## src/hdl/tfmce_pkg.sv

```systemverilog
// constants and types of the frame multiplexer and encoder
package tfmce_pkg;

  // ************************************************************
  // timing
  // ************************************************************
  localparam int unsigned CLK_HZ        = 20_000_000;
  localparam int unsigned AUDIO_HZ      = 20_000;
  localparam int unsigned PCM_HZ        = 50_000;
  localparam int unsigned AUDIO_DIV     = CLK_HZ / AUDIO_HZ;
  localparam int unsigned PCM_HALF      = CLK_HZ / (2 * PCM_HZ);
  localparam int unsigned BIT_DIV       = 4;
  localparam int unsigned BITS_PER_UNIT = 200;

  // ************************************************************
  // frame layout
  // ************************************************************
  localparam logic [29:0] SYNC_WORD  = 30'o3564622552;
  localparam logic [2:0]  GRP_SYNC0  = 3'h0;
  localparam logic [2:0]  GRP_AUDIO  = 3'h3;
  localparam logic [2:0]  GRP_PCM    = 3'h4;
  localparam logic [2:0]  GRP_TV0    = 3'h5;
  localparam logic [2:0]  GRP_TV1    = 3'h6;
  localparam logic [2:0]  GRP_TV2    = 3'h7;
  localparam logic [1:0]  FILL_BITS  = 2'h0;
  localparam logic [3:0]  DEC_LAST   = 4'h9;
  localparam logic [5:0]  PN_TAP_A   = 6'h20;
  localparam logic [5:0]  PN_TAP_B   = 6'h10;

  // ************************************************************
  // register map
  // ************************************************************
  localparam logic [7:0]  ADDR_CTRL   = 8'h00;
  localparam logic [7:0]  ADDR_TAPLO  = 8'h04;
  localparam logic [7:0]  ADDR_TAPHI  = 8'h08;
  localparam logic [7:0]  ADDR_TAPSH  = 8'h0c;
  localparam logic [7:0]  ADDR_STAT   = 8'h10;
  localparam logic [3:0]  RATE_RESET  = 4'h1;
  localparam logic [39:0] TAPL_RESET  = 40'h00_0000_0000;
  localparam logic [5:0]  TAPS_RESET  = 6'h00;
  localparam int unsigned CTRL_SYS    = 4;
  localparam int unsigned CTRL_THIRD  = 5;
  localparam int unsigned CTRL_PN     = 6;
  localparam int unsigned SH_STRIDE   = 8;

  typedef struct packed {
    logic       pn_en;
    logic       third;
    logic       systematic;
    logic [3:0] rate_bcd;
  } tfmce_ctrl_t;

  typedef struct packed {
    logic [39:0] long_taps;
    logic [5:0]  short_one;
    logic [5:0]  short_two;
    logic [5:0]  short_three;
  } tfmce_taps_t;

endpackage : tfmce_pkg

```

## src/hdl/tfmce_top.sv

```systemverilog
// frame multiplexer with convolutional encoder and apb registers
//
// Local design decisions: the placing of the registers and register access over APB.

// Overview of operation
// - frame opens with 30 sync bits
// - bits 31-34 carry audio channel one
// - bits 35-38 carry audio channel two
// - bits 39-40 are filler
// - bits 41-50 carry ten pcm bits
// - frame is 200 bits per selected MHz
// - three decades plus halver count frame bits
// - frame ends when third decade plus one equals rate
// - sync is constant octal 3564622552
// - audio shifters take bits at 20 kHz
// - device drives continuous 50 kHz pcm clock
// - pcm shifts into two five-bit halves
// - buffer word taken as three ten-bit groups
// - pulse buffer advance after last group
// - group counter steps every ten bits
// - load at count nine, tenth bit held
// - after header groups cycle 5,6,7
// - saved group count resumes after header
// - 40-stage register feeds four parity sums
// - systematic sends data then long parity
// - nonsystematic sends three or two parities
// - feedback option gives length 63 pn
module tfmce_top
  import tfmce_pkg::*;
(
  // apb slave
  input  wire logic        pclk,
  input  wire logic        presetn,
  input  wire logic        psel,
  input  wire logic        penable,
  input  wire logic        pwrite,
  input  wire logic [7:0]  paddr,
  input  wire logic [31:0] pwdata,
  output logic [31:0]      prdata,
  output logic             pready,
  output logic             pslverr,
  // audio sources
  input  wire logic        audio_one_in,
  input  wire logic        audio_two_in,
  output logic             audio_clk,
  // pcm source
  input  wire logic        pcm_in,
  output logic             pcm_clk,
  // rate buffer
  input  wire logic [29:0] tv_word,
  output logic             rb_advance,
  // channel
  output logic             mux_data,
  output logic             bit_strobe,
  output logic             frame_start,
  output logic             enc_data,
  output logic             enc_valid
);
  import tfmce_pkg::*;

  // ************************************************************
  // registers and state
  // ************************************************************
  tfmce_ctrl_t ctrl_reg;
  tfmce_taps_t taps_reg;
  logic [1:0]  tick_reg;
  logic [3:0]  dec0_reg, dec1_reg, dec2_reg;
  logic        half_reg;
  logic [2:0]  grp_reg, grp_next;
  logic [1:0]  saved_reg;
  logic [9:0]  sreg_reg;
  logic [3:0]  aud1_reg, aud2_reg;
  logic [9:0]  aud_cnt_reg;
  logic [7:0]  pcm_cnt_reg;
  logic [4:0]  pcm_hi_reg, pcm_lo_reg;
  logic [39:0] enc_reg, enc_next;
  logic [2:0]  osr_reg;
  logic [1:0]  ocnt_reg;
  logic [15:0] frames_reg;
  logic        bit_tick, load, frame_end, din;
  logic [3:0]  rate_eff;
  logic        rd_en, wr_en;

  // ************************************************************
  // functions
  // ************************************************************
  function automatic logic [3:0] clamp_rate(input logic [3:0] r);
    if (r == 4'h0 || r > DEC_LAST) begin
      return RATE_RESET;
    end else begin
      return r;
    end
  endfunction : clamp_rate

  function automatic logic [2:0] saved_to_grp(input logic [1:0] s);
    return GRP_TV0 + {1'b0, s};
  endfunction : saved_to_grp

  function automatic logic [9:0] grp_data(input logic [2:0] g);
    if (g == GRP_SYNC0) begin
      return SYNC_WORD[29:20];
    end else if (g == 3'h1) begin
      return SYNC_WORD[19:10];
    end else if (g == 3'h2) begin
      return SYNC_WORD[9:0];
    end else if (g == GRP_AUDIO) begin
      return {aud1_reg, aud2_reg, FILL_BITS};
    end else if (g == GRP_PCM) begin
      return {pcm_hi_reg, pcm_lo_reg};
    end else if (g == GRP_TV0) begin
      return tv_word[29:20];
    end else if (g == GRP_TV1) begin
      return tv_word[19:10];
    end else begin
      return tv_word[9:0];
    end
  endfunction : grp_data

  // ************************************************************
  // apb slave
  // ************************************************************
  assign pready  = 1'b1;
  assign rd_en   = psel && !penable && !pwrite;
  assign wr_en   = psel && penable && pwrite;
  assign pslverr = psel && penable && (paddr > ADDR_STAT || paddr[1:0] != 2'h0);

  always_ff @(posedge pclk or negedge presetn) begin
    if (!presetn) begin
      ctrl_reg <= '{pn_en: 1'b0, third: 1'b0, systematic: 1'b0, rate_bcd: RATE_RESET};
      taps_reg <= '{TAPL_RESET, TAPS_RESET, TAPS_RESET, TAPS_RESET};
    end else if (wr_en) begin
      if (paddr == ADDR_CTRL) begin
        ctrl_reg.rate_bcd   <= pwdata[3:0];
        ctrl_reg.systematic <= pwdata[CTRL_SYS];
        ctrl_reg.third      <= pwdata[CTRL_THIRD];
        ctrl_reg.pn_en      <= pwdata[CTRL_PN];
      end else if (paddr == ADDR_TAPLO) begin
        taps_reg.long_taps[31:0] <= pwdata;
      end else if (paddr == ADDR_TAPHI) begin
        taps_reg.long_taps[39:32] <= pwdata[7:0];
      end else if (paddr == ADDR_TAPSH) begin
        taps_reg.short_one   <= pwdata[5:0];
        taps_reg.short_two   <= pwdata[SH_STRIDE +: 6];
        taps_reg.short_three <= pwdata[2*SH_STRIDE +: 6];
      end
    end
  end

  always_ff @(posedge pclk or negedge presetn) begin
    if (!presetn) begin
      prdata <= 32'h0;
    end else if (rd_en) begin
      if (paddr == ADDR_CTRL) begin
        prdata <= {25'h0, ctrl_reg.pn_en, ctrl_reg.third, ctrl_reg.systematic,
                   ctrl_reg.rate_bcd};
      end else if (paddr == ADDR_TAPLO) begin
        prdata <= taps_reg.long_taps[31:0];
      end else if (paddr == ADDR_TAPHI) begin
        prdata <= {24'h0, taps_reg.long_taps[39:32]};
      end else if (paddr == ADDR_TAPSH) begin
        prdata <= {10'h0, taps_reg.short_three, 2'h0, taps_reg.short_two, 2'h0,
                   taps_reg.short_one};
      end else if (paddr == ADDR_STAT) begin
        prdata <= {frames_reg, 3'h0, saved_reg, grp_reg, dec2_reg, dec1_reg};
      end else begin
        prdata <= 32'h0;
      end
    end
  end

  // ************************************************************
  // information bit timing
  // ************************************************************
  assign bit_tick = (tick_reg == 2'(BIT_DIV - 1));
  assign rate_eff = clamp_rate(ctrl_reg.rate_bcd);
  assign load     = bit_tick && (dec0_reg == DEC_LAST);
  assign frame_end = load && (dec1_reg == DEC_LAST) && half_reg
                     && (dec2_reg + 4'h1 == rate_eff);

  always_ff @(posedge pclk or negedge presetn) begin
    if (!presetn) begin
      tick_reg <= 2'h0;
    end else if (bit_tick) begin
      tick_reg <= 2'h0;
    end else begin
      tick_reg <= tick_reg + 2'h1;
    end
  end

  // ************************************************************
  // frame counter
  // ************************************************************
  always_ff @(posedge pclk or negedge presetn) begin
    if (!presetn) begin
      dec0_reg <= 4'h0;
      dec1_reg <= 4'h0;
      half_reg <= 1'b0;
      dec2_reg <= 4'h0;
    end else if (frame_end) begin
      dec0_reg <= 4'h0;
      dec1_reg <= 4'h0;
      half_reg <= 1'b0;
      dec2_reg <= 4'h0;
    end else if (bit_tick) begin
      dec0_reg <= (dec0_reg == DEC_LAST) ? 4'h0 : dec0_reg + 4'h1;
      if (dec0_reg == DEC_LAST) begin
        dec1_reg <= (dec1_reg == DEC_LAST) ? 4'h0 : dec1_reg + 4'h1;
        if (dec1_reg == DEC_LAST) begin
          half_reg <= ~half_reg;
          if (half_reg) begin
            dec2_reg <= dec2_reg + 4'h1;
          end
        end
      end
    end
  end

  always_ff @(posedge pclk or negedge presetn) begin
    if (!presetn) begin
      frames_reg  <= 16'h0;
      frame_start <= 1'b0;
    end else begin
      frame_start <= frame_end;
      if (frame_end) begin
        frames_reg <= frames_reg + 16'h1;
      end
    end
  end

  // ************************************************************
  // group counter
  // ************************************************************
  always_comb begin
    if (frame_end) begin
      grp_next = GRP_SYNC0;
    end else if (grp_reg == GRP_PCM) begin
      grp_next = saved_to_grp(saved_reg);
    end else if (grp_reg == GRP_TV2) begin
      grp_next = GRP_TV0;
    end else begin
      grp_next = grp_reg + 3'h1;
    end
  end

  always_ff @(posedge pclk or negedge presetn) begin
    if (!presetn) begin
      grp_reg   <= GRP_SYNC0;
      saved_reg <= 2'h0;
    end else if (load) begin
      grp_reg <= grp_next;
      if (frame_end) begin
        saved_reg <= (grp_reg == GRP_TV2) ? 2'h0 : 2'(grp_reg - GRP_TV0 + 3'h1);
      end
    end
  end

  // ************************************************************
  // output shift register
  // ************************************************************
  always_ff @(posedge pclk or negedge presetn) begin
    if (!presetn) begin
      sreg_reg   <= SYNC_WORD[29:20];
      mux_data   <= 1'b0;
      bit_strobe <= 1'b0;
      rb_advance <= 1'b0;
    end else begin
      bit_strobe <= bit_tick;
      rb_advance <= load && (grp_next == GRP_TV2);
      if (bit_tick) begin
        mux_data <= sreg_reg[9];
        if (load) begin
          sreg_reg <= grp_data(grp_next);
        end else begin
          sreg_reg <= {sreg_reg[8:0], 1'b0};
        end
      end
    end
  end

  // ************************************************************
  // audio and pcm inputs
  // ************************************************************
  always_ff @(posedge pclk or negedge presetn) begin
    if (!presetn) begin
      aud_cnt_reg <= 10'h0;
      audio_clk   <= 1'b0;
      aud1_reg    <= 4'h0;
      aud2_reg    <= 4'h0;
    end else begin
      audio_clk <= (aud_cnt_reg == 10'(AUDIO_DIV - 1));
      if (aud_cnt_reg == 10'(AUDIO_DIV - 1)) begin
        aud_cnt_reg <= 10'h0;
        aud1_reg    <= {aud1_reg[2:0], audio_one_in};
        aud2_reg    <= {aud2_reg[2:0], audio_two_in};
      end else begin
        aud_cnt_reg <= aud_cnt_reg + 10'h1;
      end
    end
  end

  always_ff @(posedge pclk or negedge presetn) begin
    if (!presetn) begin
      pcm_cnt_reg <= 8'h0;
      pcm_clk     <= 1'b0;
      pcm_hi_reg  <= 5'h0;
      pcm_lo_reg  <= 5'h0;
    end else if (pcm_cnt_reg == 8'(PCM_HALF - 1)) begin
      pcm_cnt_reg <= 8'h0;
      pcm_clk     <= ~pcm_clk;
      if (!pcm_clk) begin
        pcm_hi_reg <= {pcm_hi_reg[3:0], pcm_lo_reg[4]};
        pcm_lo_reg <= {pcm_lo_reg[3:0], pcm_in};
      end
    end else begin
      pcm_cnt_reg <= pcm_cnt_reg + 8'h1;
    end
  end

  // ************************************************************
  // convolutional encoder
  // ************************************************************
  assign din      = ctrl_reg.pn_en
                    ? ~(^(enc_reg[5:0] & (PN_TAP_A | PN_TAP_B)))
                    : mux_data;
  assign enc_next = {enc_reg[38:0], din};

  always_ff @(posedge pclk or negedge presetn) begin
    if (!presetn) begin
      enc_reg   <= 40'h0;
      osr_reg   <= 3'h0;
      ocnt_reg  <= 2'h0;
      enc_data  <= 1'b0;
      enc_valid <= 1'b0;
    end else if (bit_tick) begin
      enc_reg   <= enc_next;
      enc_valid <= 1'b0;
      if (ctrl_reg.systematic) begin
        osr_reg  <= {din, ^(enc_next & taps_reg.long_taps), 1'b0};
        ocnt_reg <= 2'h2;
      end else begin
        osr_reg  <= {^(enc_next[5:0] & taps_reg.short_one),
                     ^(enc_next[5:0] & taps_reg.short_two),
                     ^(enc_next[5:0] & taps_reg.short_three)};
        ocnt_reg <= ctrl_reg.third ? 2'h3 : 2'h2;
      end
    end else if (ocnt_reg != 2'h0) begin
      enc_data  <= osr_reg[2];
      enc_valid <= 1'b1;
      osr_reg   <= {osr_reg[1:0], 1'b0};
      ocnt_reg  <= ocnt_reg - 2'h1;
    end else begin
      enc_valid <= 1'b0;
    end
  end

  // ************************************************************
  // assertions
  // ************************************************************
  a_sync_load : assert property (@(posedge pclk) disable iff (!presetn)
    load && grp_next == GRP_SYNC0 |=> sreg_reg == SYNC_WORD[29:20])
    else $error("sync head not loaded");
  a_audio_fill : assert property (@(posedge pclk) disable iff (!presetn)
    load && grp_next == GRP_AUDIO |=>
      sreg_reg == {$past(aud1_reg), $past(aud2_reg), 2'h0})
    else $error("audio group wrong");
  a_pcm_group : assert property (@(posedge pclk) disable iff (!presetn)
    load && grp_next == GRP_PCM |=> sreg_reg == {$past(pcm_hi_reg), $past(pcm_lo_reg)})
    else $error("pcm group wrong");
  a_frame_len : assert property (@(posedge pclk) disable iff (!presetn)
    frame_end |-> (dec2_reg * 200 + half_reg * 100 + dec1_reg * 10 + dec0_reg)
                  == rate_eff * 200 - 1)
    else $error("frame length wrong");
  a_tv_cycle : assert property (@(posedge pclk) disable iff (!presetn)
    load && !frame_end && grp_reg >= GRP_TV0 |-> grp_next >= GRP_TV0)
    else $error("tv groups left early");
  a_grp_resume : assert property (@(posedge pclk) disable iff (!presetn)
    load && grp_reg == GRP_PCM |=> grp_reg == GRP_TV0 + {1'b0, $past(saved_reg)})
    else $error("group did not resume");
  a_buf_pulse : assert property (@(posedge pclk) disable iff (!presetn)
    rb_advance |-> $past(load) && grp_reg == GRP_TV2 ##1 !rb_advance)
    else $error("buffer pulse misplaced");
  a_grp_step : assert property (@(posedge pclk) disable iff (!presetn)
    !$stable(grp_reg) |-> $past(bit_tick) && $past(dec0_reg) == DEC_LAST)
    else $error("group stepped off count nine");
  a_sys_order : assert property (@(posedge pclk) disable iff (!presetn)
    bit_tick && ctrl_reg.systematic |=> ##1 enc_valid && enc_data == $past(din, 2)
      ##1 enc_valid ##1 !enc_valid)
    else $error("systematic order wrong");

endmodule : tfmce_top

```

## config.mk

```make
export PLATFORM = sky130hd
export DESIGN_NAME = tfmce_top
export DESIGN_NICKNAME = d
export VERILOG_FILES = /design/src/hdl/tfmce_pkg.sv /design/src/hdl/tfmce_top.sv
export SDC_FILE = /design/constraint.sdc
export NUM_CORES = 1
export LEC_CHECK = 0
export BUFFER_PORTS_ARGS = -buffer_cell sky130_fd_sc_hd__buf_2
export CORE_UTILIZATION = 64
export DETAILED_ROUTE_END_ITERATION = 8
export GPL_TIMING_DRIVEN = 0
export PLACE_DENSITY = 0.86
export SYNTH_ARGS = -nofsm -noshare
export SYNTH_HDL_FRONTEND = slang
export SYNTH_SLANG_ARGS = --single-unit
```

## constraint.sdc

```tcl
create_clock -name pclk -period 4.4 [get_ports pclk]
set_input_delay 0 -clock pclk [delete_from_list [all_inputs] [get_ports pclk]]
set_output_delay 0 -clock pclk [all_outputs]
set_load 0.03 [all_outputs]
```

==> impl_metrics.csv, run 1 <==
group,metric,value,unit
synthesis,synthTopCellsByCount,"dfrtp_1, nand2_1, mux2_2, nor2_1, xnor2_1",
clock_network,cts_made_buffers,24,
synthesis,synth_enable_flop_cells,0,
critical_path,regToRegStartpoint,"dec2_reg[0]$_DFFE_PN0P_",
synthesis,synth_top_area_share,49.87,%
synthesis,yosysSeqAreaShare,51.74,%
clock_network,cts_hold_buffers,54,
timing,period_minus_slack,3690,ps
critical_path,cp_slowest_stage_delay,590,ps
grt,grt_first_pass_wirelength,50730,um
clock_network,cts_sinks,231,
timing,final_max_slew_viol_count,0,
detailed_routing,drt-initial-drc-count,1021,
floorplan,fp-row-count,47,
detailed_routing,post_drt_wl_per_cell,21.98,um
synthesis,async_flop_share,100.0,%
synthesis,syn_inst,1020,
grt,grt_max_degree,120,
finish,drive_gt1_share,26.15,%
critical_path,cp-start-kind,"flop",
clock_network,h-tree-depth,1,
power_and_ir_drop,combPwrFrac,7.3,%
placed_design,port_buffers,115,
grt,first_global_vias,9433,
floorplan,die_width,134.2,um
clock_network,cts_setup_buffers,0,
power_and_ir_drop,vdd.ir_drop.worst,363.3,uV
synthesis,synth_area,11190,um2
detailed_routing,dr.pass1.iters,7,
finish,nets,1308,
placed_design,dp_slack,1003,ps
floorplan,die_height,134.2,um
power_and_ir_drop,p_leak,0.006136,uW
timing,rsz0062_at_grt,"false",
finish,syn_to_final_growth,20.27,%
synthesis,yosys.cell_count.top_type,"dfrtp_1",
worst_hold_path,hold_path.class,"input port to flop",
timing,post-route-period-util,83.86,%
clock_network,clockBufferDepth,3,
timing,fmax,271.0,MHz
critical_path,slowest_stage,"dlygate4sd3_1",
synthesis,synth_flop_cell,"dfrtp_1",
synthesis,syn_avg_cell_area,10.97,um2
floorplan,boundaryPins,120,
synthesis,yosysWarnings,0,
clock_network,tritoncts,"done",
critical_path,required,4850,ps
grt,grt.overflow.total,0,
timing,skew,27.45,ps
finish,num_antenna_cells,0,
critical_path,cp_max_fo,10,
placed_design,dp.cells,1356,
floorplan,start_util,66.54,%
detailed_routing,vias,9340,
detailed_routing,drc,0,
grt,grt_usage,36.58,%
power_and_ir_drop,p_clk_share,45.7,%
placed_design,dp_hpwl,20710,um
detailed_routing,routed_via_density,6.419,
status,outcome,"completed",
finish,largest_register_ffs,58,
finish,fin_cells,1455,
worst_hold_path,holdPathStages,5,
power_and_ir_drop,powerDensity,348.1,nW/um2
floorplan,dieArea,18020,um2
worst_hold_path,whs_endpoint,"sreg_reg[1]$_DFFE_PN0P_",
timing,tightest_slew,909.3,ps
timing,setup_ws,710.1,ps
worst_hold_path,hold_start,"tv_word[21]",
synthesis,synthTopCellsByArea,"dfrtp_1, mux2_2, xnor2_1",
power_and_ir_drop,power_switching,1137,uW
timing,finalHoldViolCount,0,
critical_path,r2r_end,"sreg_reg[8]$_DFFE_PN1P_",
power_and_ir_drop,internal_power,3547,uW
timing,slew_headroom,39.38,%
synthesis,synth.distinct_cells,71,
power_and_ir_drop,power.total,4685,uW
synthesis,synth-seq-cells,231,
power_and_ir_drop,pwr-share-seq,47.0,%
grt,antenna_found_initial,0,
floorplan,core,16820,um2
placed_design,gp_congestion,0.9443,
clock_network,clk_latency,530,ps
clock_network,ctsResizeCount,0,
timing,finalSetupViolations,0,
synthesis,syn_nets,1111,
clock_network,path_clk_slew,60,ps
critical_path,cp_cell_sequence,"ha_1 > xnor2_1 > and3_1 > o211ai_2 > nor4_2 > buf_4 > clkbuf_1 > a211oi_1 > dlygate4sd3_1 > a21oi_1",
power_and_ir_drop,swShare,24.28,%
synthesis,synth_area_leader_cell,"dfrtp_1",
detailed_routing,detail-route-antenna-nets,0,
critical_path,arrival,4140,ps
critical_path,rr_worst_depth,10,
critical_path,crit_path_end_kind,"flop",
clock_network,cts-root-buf,"clkbuf_16",
critical_path,ff2ff_setup_slack,710,ps
critical_path,worstSetupPathType,"flop to flop",
detailed_routing,routed_wirelength,31980,um
flow_run,cap_violations,0,
## placed cells by master, fill, tap and decap left out, types with 16 or more instances in the layout
cell	n
dfrtp_1	223
nand2_1	139
mux2_2	128
buf_2	122
nor2_1	75
xnor2_1	61
dlygate4sd3_1	54
a21oi_1	43
nand3_1	34
clkbuf_1	33
o21ai_0	32
clkbuf_16	24
xor2_1	23
o22ai_1	18
a22oi_1	16
## per-stage QoR
step           hold WS (ps)  cell area, um2  TNS (ps)  util, %
4_1_cts               3.114           13450         0    79.98
2_1_floorplan        -295.6           11190         0        -
5_1_grt               52.56           13460         0    80.03
3_3_place_gp          231.2           12040   -135040    71.60
6_report              25.98           13460         0    80.03
3_5_place_dp          121.4           12080         0    71.82
## power groups by stage
stage / combinational (uW) / clock, uW / sequential, uW
global route: 364 / 2220 / 2200
detailed placement: 297 / 0 / 2240
CTS: 338 / 2140 / 2200
finish: 340 / 2140 / 2200
global placement: 286 / 0 / 2240
floorplan: 83.2 / 0 / 2300
## cell families after synthesis
logic type      Yosys count  share of synthesized area, %
other cells               1                       0.03351
flops                   231                         51.74
simple gates            303                         12.34
compound gates          182                         10.99
fa+ha+maj                13                         1.454
buf+inv                  66                         2.572
mux                     139                         14.09
xor+xnor                 85                         6.775
## cell type report
| class | count | area (um2) |
|---|---|---|
| multi-input cells | 723 | 5112 |
| flip-flops and latches | 231 | 5791 |
| plain buffers | 53 | 239.0 |
| fillers | 993 | 3359 |
| well taps | 220 | 275.3 |
| repair buffers | 171 | 1161 |
| inverters | 13 | 48.80 |
| clock inverters | 14 | 168.9 |
| clock buffers | 30 | 663.1 |
## layer usage
layer,part of all wire (%),GRT usage [%],up-vias
li1,-,-,4024
met1,39,50.64,4651
met2,48,58.61,570
met3,8.6,5.556,95
met4,3.7,14.23,0
met5,0,0,-
## critical path, delay by kind of cell, from the launching register on
family | cells | cell delay [ps]
buffers and inverters | 3 | 1420
xor gates and xnor gates | 1 | 310
adders and majority gates | 1 | 290
DFF | 1 | 460
AOI/OAI and AO/OA | 3 | 340
and+or+nand+nor | 2 | 790
## how the worst max path moves through the flow
stage	startpoint	endpoint	slack, ps	depth (start not counted)
2_1_floorplan	dec2_reg[0]$_DFFE_PN0P_	sreg_reg[2]$_DFFE_PN1P_	1890	9
3_3_place_gp	presetn	prdata[14]$_DFFE_PN0P_	-620	1
3_5_place_dp	dec2_reg[0]$_DFFE_PN0P_	frames_reg[2]$_DFFE_PN0N_	1000	8
4_1_cts	dec2_reg[0]$_DFFE_PN0P_	sreg_reg[8]$_DFFE_PN1P_	470	9
5_1_grt	dec2_reg[0]$_DFFE_PN0P_	sreg_reg[8]$_DFFE_PN1P_	550	10
6_report	dec2_reg[0]$_DFFE_PN0P_	sreg_reg[8]$_DFFE_PN1P_	710	10
(Power assumes the default switching activity.)
==> run 2, diff against run 1 <==
--- a/config.mk
+++ b/config.mk
@@ -5,11 +5,12 @@
 export SDC_FILE = /design/constraint.sdc
 export NUM_CORES = 1
 export LEC_CHECK = 0
+export ABC_AREA = 1
 export BUFFER_PORTS_ARGS = -buffer_cell sky130_fd_sc_hd__buf_2
-export CORE_UTILIZATION = 64
+export CORE_UTILIZATION = 59
 export DETAILED_ROUTE_END_ITERATION = 8
 export GPL_TIMING_DRIVEN = 0
-export PLACE_DENSITY = 0.86
+export PLACE_DENSITY = 0.8
 export SYNTH_ARGS = -nofsm -noshare
 export SYNTH_HDL_FRONTEND = slang
 export SYNTH_SLANG_ARGS = --single-unit
==> constraint.sdc (replaced) <==
create_clock -name pclk -period 3.49 [get_ports pclk]
set_input_delay 0 -clock pclk [delete_from_list [all_inputs] [get_ports pclk]]
set_output_delay 0 -clock pclk [all_outputs]
set_load 0.03 [all_outputs]
==> impl_metrics.csv, run 2 <==
group,metric,value,unit
critical_path,crit_path_end_kind,"flop",
critical_path,cp_common_cell,"nand2_1",
synthesis,synth_top_area_share,49.07,%
synthesis,synth-seq-cells,231,
placed_design,dp.cells,1745,
finish,fin_cells,1837,
synthesis,synth_area,11370,um2
clock_network,cts-root-buf,"clkbuf_16",
placed_design,dp_slack,767.5,ps
status,outcome,"completed",
clock_network,tritoncts,"done",
finish,largest_register_ffs,58,
floorplan,fp-row-count,50,
synthesis,synthTopCellsByCount,"nand2_1, dfrtp_1, inv_1, o21ai_0, nor2_1",
finish,drive_gt1_share,13.04,%
synthesis,syn_inst,1391,
critical_path,rr_worst_depth,16,
timing,final_max_slew_viol_count,0,
timing,finalSetupViolations,0,
detailed_routing,drc,0,
critical_path,slowest_stage,"dlygate4sd3_1",
synthesis,syn_nets,1482,
clock_network,clockBufferDepth,3,
timing,tightest_slew,1076,ps
critical_path,cp_cell_sequence,"ha_1 > nand4_4 > nor2_2 > nand3_1 > nor2_2 > nand3_4 > nand2_2 > nor2_1 > buf_4 > o211ai_1 > nand2_1 > dlygate4sd3_1 > nand2_1 > nand2_1 > nand2_1 > nand2_1",
critical_path,ff2ff_setup_slack,300,ps
worst_hold_path,holdPathStages,4,
detailed_routing,dr.pass1.iters,5,
clock_network,cts_setup_buffers,0,
detailed_routing,post_drt_wl_per_cell,16.62,um
grt,grt_first_pass_wirelength,50200,um
clock_network,clk_latency,520,ps
synthesis,synth_enable_flop_cells,0,
synthesis,synth_area_leader_cell,"dfrtp_1",
clock_network,ctsResizeCount,0,
grt,antenna_found_initial,0,
power_and_ir_drop,p_leak,0.006635,uW
floorplan,die_height,140.8,um
synthesis,yosysWarnings,0,
finish,final_cell_mix,"nand2_1, dfrtp_1, inv_1, o21ai_0, buf_2",
floorplan,dieArea,19830,um2
timing,fmax,313.1,MHz
finish,final_common_cell,"nand2_1",
timing,slew_headroom,27.69,%
critical_path,cp-start-kind,"flop",
grt,grt_max_degree,84,
synthesis,syn_avg_cell_area,8.176,um2
floorplan,die_width,140.8,um
power_and_ir_drop,powerDensity,398.9,nW/um2
finish,syn_to_final_growth,19.10,%
timing,skew,11.37,ps
finish,nets,1676,
finish,num_antenna_cells,0,
timing,setup_ws,296.6,ps
detailed_routing,vias,10310,
timing,period_minus_slack,3193,ps
critical_path,crit_buf_inv,2,
worst_hold_path,whs_endpoint,"prdata[15]$_DFFE_PN0P_",
clock_network,cts_sinks,231,
grt,first_global_vias,10050,
critical_path,cp_slowest_stage_delay,560,ps
critical_path,arrival,3640,ps
critical_path,regToRegStartpoint,"tick_reg[0]$_DFF_PN0_",
detailed_routing,drt-initial-drc-count,844,
timing,finalHoldViolCount,0,
worst_hold_path,hold_path.class,"input port to flop",
floorplan,boundaryPins,120,
detailed_routing,detail-route-antenna-nets,0,
critical_path,worstSetupPathType,"flop to flop",
power_and_ir_drop,vdd.ir_drop.worst,330.9,uV
timing,post-route-period-util,91.50,%
placed_design,port_buffers,118,
clock_network,cts_made_buffers,25,
clock_network,h-tree-depth,1,
floorplan,core,18770,um2
synthesis,synthTopCellsByArea,"dfrtp_1, nand2_1, o21ai_0",
synthesis,yosysSeqAreaShare,50.92,%
critical_path,r2r_end,"sreg_reg[0]$_DFFE_PN1P_",
critical_path,required,3940,ps
critical_path,critical_path.top_delay_family,"simple AND/OR/NAND/NOR gates",
synthesis,async_flop_share,100.0,%
critical_path,cp_max_fo,10,
clock_network,path_clk_slew,60,ps
synthesis,yosys.cell_count.top_type,"nand2_1",
critical_path,worst-path-stages,16,
grt,grt.overflow.total,0,
synthesis,synth.distinct_cells,51,
grt,grt_usage,32.19,%
timing,rsz0062_at_grt,"false",
worst_hold_path,hold_start,"penable",
flow_run,cap_violations,0,
detailed_routing,routed_via_density,5.614,
placed_design,gp_congestion,0.9614,
synthesis,synth_flop_cell,"dfrtp_1",
placed_design,dp_hpwl,21890,um
detailed_routing,routed_wirelength,30530,um
floorplan,start_util,60.59,%
-- run 2: cell count changes in the layout (fill, tap and decap cells not counted), sizes merged, moves of 12 or more --
cell / before / now
nand2: 139 / 422
nand3: 34 / 46
o21ai: 32 / 161
a22oi: 16 / 3
xnor2: 61 / 32
mux2: 128 / 2
nand4: 6 / 20
o211ai: 4 / 20
inv: 14 / 173
clkbuf: 61 / 73
-- run 2: final cells by class --
class | instances | area, um2
fill | 1488 | 5224
tap | 234 | 292.8
buffer | 45 | 191.4
timing repair buffer | 167 | 1126
inverter | 175 | 656.9
sequential | 231 | 5791
clock inverter | 7 | 38.79
multi-input combinational | 940 | 4733
clock buffer | 38 | 714.4
-- run 2: through the flow --
stage               hold slack, ps  total power [uW]  area, um2  TNS [ps]  utilization (%)
floorplan                   -295.6              2825      11370         0                -
global placement             195.9              2950      12260   -338620            65.30
detailed placement          -6.802              2962      12320         0            65.65
CTS                          3.953              5431      13540         0            72.17
global route                 34.34              5565      13540         0            72.17
finish                       15.89              5402      13540         0            72.17
-- run 2: layer usage --
layer  global-route usage, %  vias up  wire [um]
met5                       0        -          0
met4                   13.10        0       1134
met3                   4.144       81       2309
met2                   55.54      492      14860
met1                   41.27     4870      12230
li1                        -     4870          -
-- run 2: kinds of logic (layout without fill, tap and decap cells) --
kind of cell	count (synthesis)	in the layout	synth area share, %
other cells	1	1	0.03298
xor+xnor	64	64	4.929
simple gates	592	592	21.97
flops	231	231	50.92
compound gates	268	268	13.06
buf+inv	220	432	7.460
mux	2	2	0.1980
fa+ha+maj	13	13	1.430
-- run 2: worst min-delay path: cells and delay by family --
kind,cells,cell delay [ps]
simple gates,2,270
buf+inv,1,100
compound gates,1,110
-- run 2: how the worst max path moves through the flow --
stage | end | slack, ps | from
detailed placement | sreg_reg[6]$_DFFE_PN1P_ | 770 | tick_reg[0]$_DFF_PN0_
CTS | sreg_reg[0]$_DFFE_PN1P_ | 290 | tick_reg[0]$_DFF_PN0_
global placement | pcm_cnt_reg[7]$_DFF_PN0_ | -1530 | presetn
finish | sreg_reg[0]$_DFFE_PN1P_ | 300 | tick_reg[0]$_DFF_PN0_
global route | sreg_reg[3]$_DFFE_PN1P_ | 80 | tick_reg[0]$_DFF_PN0_
floorplan | frames_reg[14]$_DFFE_PN0N_ | 1330 | dec0_reg[1]$_DFFE_PN0P_
-- run 2: timing repair --
action | in CTS | in global routing
hold buffers | 47 | 0
endpoints found under the setup margin | 0 | 0
hold endpoints to repair | 219 | 0
-- run 2: power breakdown --
group	leakage, uW	internal (uW)	switching [uW]
clock	0.000375	1410	1040
sequential	0.00301	2700	15.2
combinational	0.00325	103	144
total	0.00663	4210	1200
